===== src/hdl/frame_pkg.sv =====
package frame_pkg;
  // ----------------------------------------
  // Frame layout
  // ----------------------------------------
  localparam int unsigned FRAME_BITS = 16;
  localparam int unsigned ADDR_LSB = 0;
  localparam int unsigned CLR_BIT = 2;
  localparam int unsigned SENSE_LSB = 3;
  localparam int unsigned DATA_LSB = 6;
  localparam int unsigned DATA_BITS = 10;
  // ----------------------------------------
  // Register addresses
  // ----------------------------------------
  localparam logic [1:0] LOCK_HEAT_ADDR = 2'h0;
  localparam logic [1:0] FIRST_ROUTE_ADDR = 2'h1;
  localparam logic [1:0] MIRROR_LAMP_ADDR = 2'h2;
  localparam logic [1:0] SECOND_ROUTE_ADDR = 2'h3;
  // ----------------------------------------
  // Reset values
  // ----------------------------------------
  localparam logic [9:0] DATA_RESET = 10'h000;
  localparam logic [2:0] SENSE_RESET = 3'h7;
  localparam logic [2:0] SENSE_NONE = 3'h7;
  localparam logic [3:0] BIT_COUNT_RESET = 4'h0;
  localparam logic [1:0] STATUS_SEL_RESET = 2'h0;
endpackage


===== src/hdl/serial_control_port.sv =====
`timescale 1ns/1ps
// Behaviour
// - Slave shifts in sixteen bit control word
// - Status word shifted out during frame
// - Data valid at falling serial clock
// - Both words move most significant first
// - Frame starts on select falling
// - Select rising executes shifted word
// - Output released after select rises
// - Shared bus works; no daisy chain, zeros follow status
// - Data, common fields, then two address bits
// - Control words hold until rewritten or reset
// - Select falling snapshots diagnostic status
// - Address zero holds lock heat stages
// - Address one holds first pwm routes
// - Address two holds mirror lamp stages
// - Address three holds second pwm routes
// - Low side bit switches stage
// - High side bit switches stage
// - First routing bits give first pin where second routing bits are clear
// - Second routing bits give second pin
// - Sense code picks stage or none
// - Clear request clears selected errors after frame
// - Address picks register and next status
module serial_control_port (
  input wire logic clk,
  input wire logic sys_rst,
  input wire logic clk_en,
  input wire logic serial_clock,
  input wire logic select_n,
  input wire logic serial_in,
  output logic serial_out,
  output logic serial_out_en,
  input wire logic [15:0] status_word [4],
  input wire logic first_pwm_pin,
  input wire logic second_pwm_pin,
  output logic [5:0] low_side_drive,
  output logic [10:0] high_side_drive,
  output logic [2:0] sense_stage,
  output logic pullup_out7_enable,
  output logic pullup_out8_9_enable,
  output logic pullup_out10_11_enable,
  output logic [2:0] test_mode_bits,
  output logic [1:0] status_clear_request,
  output logic status_clear_valid
);
  // ----------------------------------------
  // State
  // ----------------------------------------
  typedef struct packed {
    logic sclk;
    logic sel_n;
    logic [15:0] shift;
    logic [15:0] tx;
    logic [4:0] count;
    logic [9:0] lock_heat;
    logic [9:0] first_route;
    logic [9:0] mirror_lamp;
    logic [9:0] second_route;
    logic [2:0] sense_select;
    logic [1:0] status_sel;
    logic out_bit;
    logic clr;
    logic [1:0] clr_sel;
  } state_t;

  state_t st_r;
  state_t st_nxt;
  logic fall;
  logic rise;
  logic sel_start;
  logic sel_end;
  logic [15:0] word;
  logic [5:0] low_side_on;
  logic [10:0] high_side_on;
  logic [7:0] pwm_first;
  logic [7:0] pwm_second;

  assign fall = st_r.sclk & ~serial_clock;
  assign rise = ~st_r.sclk & serial_clock;
  assign sel_start = st_r.sel_n & ~select_n;
  assign sel_end = ~st_r.sel_n & select_n;

  // ----------------------------------------
  // Next state
  // ----------------------------------------
  always_comb begin
    st_nxt = st_r;
    word = 16'h0000;
    st_nxt.sclk = serial_clock;
    st_nxt.sel_n = select_n;
    st_nxt.clr = 1'b0;
    if (sel_start) begin
      st_nxt.tx = status_word[st_r.status_sel];
      st_nxt.out_bit = status_word[st_r.status_sel][15];
      st_nxt.count = 5'h00;
    end else if (!select_n && !st_r.sel_n) begin
      if (fall) begin
        // Sample and shift on same edge: status moves out, zeros fill behind
        st_nxt.shift = {st_r.shift[14:0], serial_in};
        st_nxt.tx = {st_r.tx[14:0], 1'b0};
        if (st_r.count != 5'h10) begin
          st_nxt.count = st_r.count + 5'h01;
        end
      end
      if (rise) begin
        // New bit placed on the rising edge, stable for next falling one
        st_nxt.out_bit = st_r.tx[15];
      end
    end
    if (sel_end) begin
      word = st_r.shift;
      st_nxt.sense_select = word[frame_pkg::SENSE_LSB +: 3];
      st_nxt.status_sel = word[frame_pkg::ADDR_LSB +: 2];
      st_nxt.clr = word[frame_pkg::CLR_BIT];
      st_nxt.clr_sel = st_r.status_sel;
      unique case (word[1:0])
        frame_pkg::LOCK_HEAT_ADDR: st_nxt.lock_heat = word[15:6];
        frame_pkg::FIRST_ROUTE_ADDR: st_nxt.first_route = word[15:6];
        frame_pkg::MIRROR_LAMP_ADDR: st_nxt.mirror_lamp = word[15:6];
        frame_pkg::SECOND_ROUTE_ADDR: st_nxt.second_route = word[15:6];
      endcase
    end
  end

  always_ff @(posedge clk or posedge sys_rst) begin
    if (sys_rst) begin
      st_r <= '{sclk: 1'b0, sel_n: 1'b1, shift: 16'h0000, tx: 16'h0000,
        count: 5'h00, lock_heat: frame_pkg::DATA_RESET,
        first_route: frame_pkg::DATA_RESET, mirror_lamp: frame_pkg::DATA_RESET,
        second_route: frame_pkg::DATA_RESET, sense_select: frame_pkg::SENSE_RESET,
        status_sel: frame_pkg::STATUS_SEL_RESET, out_bit: 1'b0, clr: 1'b0,
        clr_sel: 2'h0};
    end else if (clk_en) begin
      st_r <= st_nxt;
    end
  end

  // ----------------------------------------
  // Outputs
  // ----------------------------------------
  stage_map u_map (
    .lock_heat(st_r.lock_heat),
    .mirror_lamp(st_r.mirror_lamp),
    .sense_select(st_r.sense_select),
    .low_side_on(low_side_on),
    .high_side_on(high_side_on),
    .sense_stage(sense_stage)
  );

  // Route bits: [7:3] high side 7..11, [2:0] low side 1..3
  assign pwm_first = st_r.first_route[9:2];
  assign pwm_second = st_r.second_route[9:2];

  always_comb begin
    low_side_drive = low_side_on;
    high_side_drive = high_side_on;
    for (int i = 0; i < 3; i++) begin
      if (pwm_first[2 - i]) low_side_drive[i] = first_pwm_pin;
      if (pwm_second[2 - i]) low_side_drive[i] = second_pwm_pin;
    end
    for (int i = 0; i < 5; i++) begin
      if (pwm_first[7 - i]) high_side_drive[6 + i] = first_pwm_pin;
      if (pwm_second[7 - i]) high_side_drive[6 + i] = second_pwm_pin;
    end
  end

  assign pullup_out7_enable = st_r.first_route[1];
  assign pullup_out8_9_enable = st_r.second_route[1];
  assign pullup_out10_11_enable = st_r.second_route[0];
  // Test bits exported only; master keeps them zero
  assign test_mode_bits = st_r.lock_heat[2:0];
  assign status_clear_request = st_r.clr_sel;
  assign status_clear_valid = st_r.clr;
  assign serial_out = st_r.out_bit;
  assign serial_out_en = ~st_r.sel_n;

  // ----------------------------------------
  // Checks
  // ----------------------------------------
  a_out_release: assert property (@(posedge clk) disable iff (sys_rst)
    clk_en && sel_end |=> !serial_out_en) else $error("output not released");
  a_exec_addr: assert property (@(posedge clk) disable iff (sys_rst)
    clk_en && sel_end |=> st_r.status_sel == $past(st_r.shift[1:0]))
    else $error("address not taken");
  a_lock_write: assert property (@(posedge clk) disable iff (sys_rst)
    clk_en && sel_end && st_r.shift[1:0] == 2'h0 |=> st_r.lock_heat == $past(st_r.shift[15:6]))
    else $error("lock word not stored");
  a_hold_word: assert property (@(posedge clk) disable iff (sys_rst)
    !sel_end |=> $stable(st_r.mirror_lamp)) else $error("control word changed");
  a_idle_shift: assert property (@(posedge clk) disable iff (sys_rst)
    select_n && st_r.sel_n |=> $stable(st_r.shift)) else $error("shift while deselected");
  a_snap_status: assert property (@(posedge clk) disable iff (sys_rst)
    clk_en && sel_start |=> serial_out == $past(status_word[st_r.status_sel][15]))
    else $error("status not captured");
  a_clear_pulse: assert property (@(posedge clk) disable iff (sys_rst)
    clk_en && sel_end && st_r.shift[2] |=> status_clear_valid ##1 !status_clear_valid)
    else $error("clear pulse wrong");
  a_shift_in: assert property (@(posedge clk) disable iff (sys_rst)
    clk_en && fall && !select_n && !st_r.sel_n |=> st_r.shift[0] == $past(serial_in))
    else $error("bit not shifted");
endmodule


===== src/hdl/stage_map.sv =====
`timescale 1ns/1ps
module stage_map (
  input wire logic [9:0] lock_heat,
  input wire logic [9:0] mirror_lamp,
  input wire logic [2:0] sense_select,
  output logic [5:0] low_side_on,
  output logic [10:0] high_side_on,
  output logic [2:0] sense_stage
);
  // ----------------------------------------
  // Stage on bits, index 0 is stage 1
  // ----------------------------------------
  always_comb begin
    low_side_on = {mirror_lamp[5], mirror_lamp[7], mirror_lamp[9], lock_heat[5],
      lock_heat[7], lock_heat[9]};
    high_side_on = {mirror_lamp[0], mirror_lamp[1], mirror_lamp[2], mirror_lamp[3],
      lock_heat[3], mirror_lamp[4], mirror_lamp[6], mirror_lamp[8], lock_heat[4],
      lock_heat[6], lock_heat[8]};
    // Encoded stage number, 0 means none
    unique case (sense_select)
      3'h0: sense_stage = 3'h1;
      3'h1: sense_stage = 3'h2;
      3'h2: sense_stage = 3'h3;
      3'h3: sense_stage = 3'h4;
      3'h4: sense_stage = 3'h7;
      default: sense_stage = 3'h0;
    endcase
  end
endmodule


===== config.mk =====
export PLATFORM = sky130hd
export DESIGN_NAME = serial_control_port
export DESIGN_NICKNAME = d
export VERILOG_FILES = /design/src/hdl/frame_pkg.sv /design/src/hdl/serial_control_port.sv /design/src/hdl/stage_map.sv
export SDC_FILE = /design/constraint.sdc
export NUM_CORES = 1
export LEC_CHECK = 0
export ABC_AREA = 1
export BUFFER_PORTS_ARGS = -buffer_cell sky130_fd_sc_hd__buf_2
export CAP_MARGIN = 20
export CELL_PAD_IN_SITES_DETAIL_PLACEMENT = 2
export CELL_PAD_IN_SITES_GLOBAL_PLACEMENT = 2
export CORE_ASPECT_RATIO = 1.1
export CORE_MARGIN = 10
export CORE_UTILIZATION = 29
export DETAILED_ROUTE_END_ITERATION = 16
export PLACE_DENSITY = 0.78
export RECOVER_POWER = 100
export SLEW_MARGIN = 20
export SYNTH_ARGS = -nofsm -noshare
export SYNTH_HDL_FRONTEND = slang
export SYNTH_SLANG_ARGS = --single-unit

===== constraint.sdc =====
create_clock -name clk -period 3 [get_ports clk]
set_input_delay 0.15 -clock clk [delete_from_list [all_inputs] [get_ports clk]]
set_output_delay 0.15 -clock clk [all_outputs]
set_load 0.02 [all_outputs]

==> summary.txt <==
Run status
  • Run status: complete, but fails checks
  • Violations in the final reports: max-capacitance violations, max-slew violations

Global route
  • Maximum number of pins on one net before global-route repair: 44
  • Wire length of the first global-routing pass: 22.3 mm
  • Total track usage: between 10% and 20%
  • Number of global-route vias before repair: 4343
  • Initial antenna violation count: 2
  • Grt total ovfl: 0

Routing
  • DR WL/cell: 16.2 um
  • 1st-iter DRT viols: 184
  • Sum of routed wire segments on met1: 5.72 mm
  • Metal3 WL: approximately 910 um
  • Total detailed-routing wirelength: between 10 and 15 mm
  • Number of detailed-route iterations in the first pass: 4
  • Residual antenna-violating net count after detailed routing: 0
  • Max layer used: met4
  • DRC: 0
  • Via count: 3805
  • Drt via density: roughly 4.7
  • Total met2 wirelength after detailed routing: 6.34 mm

Place
  • Routability-driven placement congestion ratio: 0.782
  • Half-perimeter wire length after detailed placement: roughly 10 mm
  • Port Buffer Count: 102
  • Cell count after placement: 795

CTS
  • Root Buffer Master: clkbuf_16
  • Number of H-tree levels: 3
  • Worst skew pair latency: 0.33 ns
  • Cts repair resizes: 0
  • Count of clock tree sinks: 82
  • CTS Buf Count: 9
  • Clock transition time at the flip-flop clock pins of the worst setup and hold paths: about 0.060 ns
  • Number of buffers on the longest clock path: 2
  • TritonCTS clock tree: yes

STA
  • Final worst-path cycle share: 71.2%
  • Count of endpoints failing setup in the final report: 0
  • Hold Violations, Final: 0
  • WHS: 0.0633 ns
  • Unrepaired setup endpoints after global routing: false
  • Final-layout setup total negative slack: 0 ns
  • Final slew viol count: 43
  • Worst-margin pin slew: 2.06 ns
  • Clock Skew: just under 0.006 ns
  • Upper clock frequency limit: about 470 MHz
  • Headroom to the max-slew limit: -38.0%
  • Min Clock Period, post-route: 2.14 ns

Yosys
  • Share of flip-flops with an asynchronous set or reset after synthesis: 100%
  • Synthesized instance count: 544
  • Main synth FF type: dfrtp_1
  • Leading cell types by count after synthesis: nand2_1, dfrtp_1, o21ai_0
  • Syn nets: approximately 600
  • Largest family of logic cells by synthesized area: simple AND/OR/NAND/NOR gates
  • Post-synthesis cell type count: 20
  • Cell type with the highest aggregate area in the netlist: dfrtp_1
  • Post-Synth Adder-Cell Area: 0%
  • Multiplexer share of the synthesized area: 0%
  • Share of synthesized cell area in and, or, nand and nor gates: 29.2%
  • Cell area after technology mapping: 4060 um^2
  • Number of storage elements in the synthesis netlist: 82
  • Yosys top cell area share: ~48%
  • Yosys warning total: 0
  • Post-Synth XOR/XNOR Area: 0%
  • Mean Syn Cell Area: roughly 7.5 um^2
  • Share of synthesized area occupied by flip-flops and latches: 50.6%
  • Post-synthesis compound-gate area fraction: 11.5%
  • Synth top area cells: dfrtp_1, nand2_1, o21ai_0
  • Number of enable-type register cells in the synthesized netlist: 0
  • Most frequent cell after synthesis: nand2_1

Power and ir drop
  • Leakage power of the design: 2.37 nW
  • Peak supply drop: 262 uV
  • Total Power Consumption: approximately 3.3 mW
  • Power density over the cells: 684 nW/um^2

Worst hold path
  • Path class of the lowest-slack min-delay path: input port to flop
  • Hold-critical path depth: 3

Layout
  • Share of cells above drive strength 1: 15.2%
  • Nets@finish: 691
  • Post-layout instance count excluding filler cells: roughly 810
  • Fill count: 1625
  • Area Growth Syn to Fin: 20.0%

Die
  • Die extent in x: 133 um
  • Die extent in y: approximately 140 um
  • Area of the core region: 13800 um^2
  • IO Count: 103
  • Row count: 45
  • Area of the die: 19100 um^2
  • Initial cell density of the core: between 20 and 30%

Flow run
  • Max-cap violation count: 1

Setup path
  • Arrival @ worst endpoint: 2.30 ns
  • Highest net fanout along the worst path: 32
  • Register-to-register setup slack: roughly 0.86 ns
  • Element type at the critical path start: flop
  • Number of cell instances on the worst register-to-register path: 4
  • Capturing element type of the critical path: flop
  • Start-to-end type of the worst setup path: flop to flop
  • Required @ worst endpoint: around 3.2 ns
-- routing by layer --
layer | vias to the layer above | GRT usage (%)
met5 | - | 0
met4 | 0 | 5.45
met3 | 16 | 5.03
met2 | 97 | 24.5
met1 | 1832 | 16.2
li1 | 1860 | -
-- worst max-delay path, stage by stage (launching register included) --
cell	delay [ns]
dfstp_2	0.36
inv_1	0.15
nand4_1	0.96
nor2_1	0.42
a21oi_1	0.09
-- where the power goes --
part           switching, mW  leakage (nW)  total [mW]  internal, mW
registers              0.122          1.08        1.40          1.28
logic                  0.551          1.14       0.806         0.255
clock network          0.417         0.153        1.13         0.712
total                   1.09          2.37        3.33          2.24
-- logic make-up (layout without fill, tap and decap cells) --
| kind of cell | after synthesis | after routing |
|---|---|---|
| AO/OA/AOI/OAI | 93 | 93 |
| AND/OR/NAND/NOR | 295 | 295 |
| other | 0 | 2 |
| buffers and inverters | 74 | 154 |
| flip-flops | 82 | 82 |
-- flip-flops by register name, indices dropped and copies added (netlist names) --
signal	flops
pullup_out10_11_enable	1
test_mode_bits	3
pullup_out7_enable	1
status_clear_valid	1
st_r	56
pwm_second	8
status_clear_request	2
serial_out	1
pwm_first	8
pullup_out8_9_enable	1
-- stage by stage --
step                worst slack (ns)  utilization [%]  area (um^2)
floorplan                      0.748                -         4060
finish                         0.864             35.3         4880
CTS                            0.920             35.7         4930
detailed placement             0.937             33.4         4610
global route                   0.487             35.3         4870
global placement               0.992             33.4         4610
-- final cells by class --
cell class | instances | area, um^2 | share of cell area (%)
tap | 188 | 235 | 4.82
inverter | 32 | 121 | 2.49
timing repair buffer | 106 | 517 | 10.6
antenna | 2 | 5.00 | 0.103
sequential | 82 | 2060 | 42.2
clock inverter | 2 | 35.0 | 0.719
clock buffer | 14 | 274 | 5.62
multi-input combinational | 388 | 1630 | 33.5
-- worst paths after layout --
check	startpoint	to
setup / recovery	st_r[86]$_DFFE_PP1P_	st_r[70]$_DFFE_PP0P_
hold / removal	serial_clock	st_r[87]$_DFFE_PP0P_
setup reg to reg	st_r[86]$_DFFE_PP1P_	st_r[70]$_DFFE_PP0P_
hold reg to reg	st_r[56]$_DFFE_PP0P_	st_r[56]$_DFFE_PP0P_
max in group asynchronous	sys_rst	st_r[60]$_DFFE_PP0P_
min in group asynchronous	sys_rst	st_r[27]$_DFFE_PP0P_
-- layout by cell type, fill, tap and decap left out --
cell type / n
dfstp_2: 3
nand3_2: 1
clkbuf_16: 9
clkinv_1: 1
diode_2: 2
a21oi_1: 11
clkbuf_8: 3
buf_2: 71
clkinv_2: 1
bufinv_16: 1
nor2_1: 40
buf_4: 2
nor2_4: 1
nand3_1: 34
dfrtp_1: 78
nand2_1: 218
o21ai_1: 1
dfstp_1: 1
clkbuf_1: 33
inv_1: 29
dlygate4sd3_1: 1
inv_2: 1
buf_12: 1
nand4_1: 1
o21ai_0: 81
clkinvlp_2: 1
-- what timing repair did --
item                                   4_1_cts  5_1_grt
endpoints found under the hold margin       38        0
setup buffers                                0        0
hold buffers                                 1        0
Note: power is estimated with default switching activity, not from simulation.
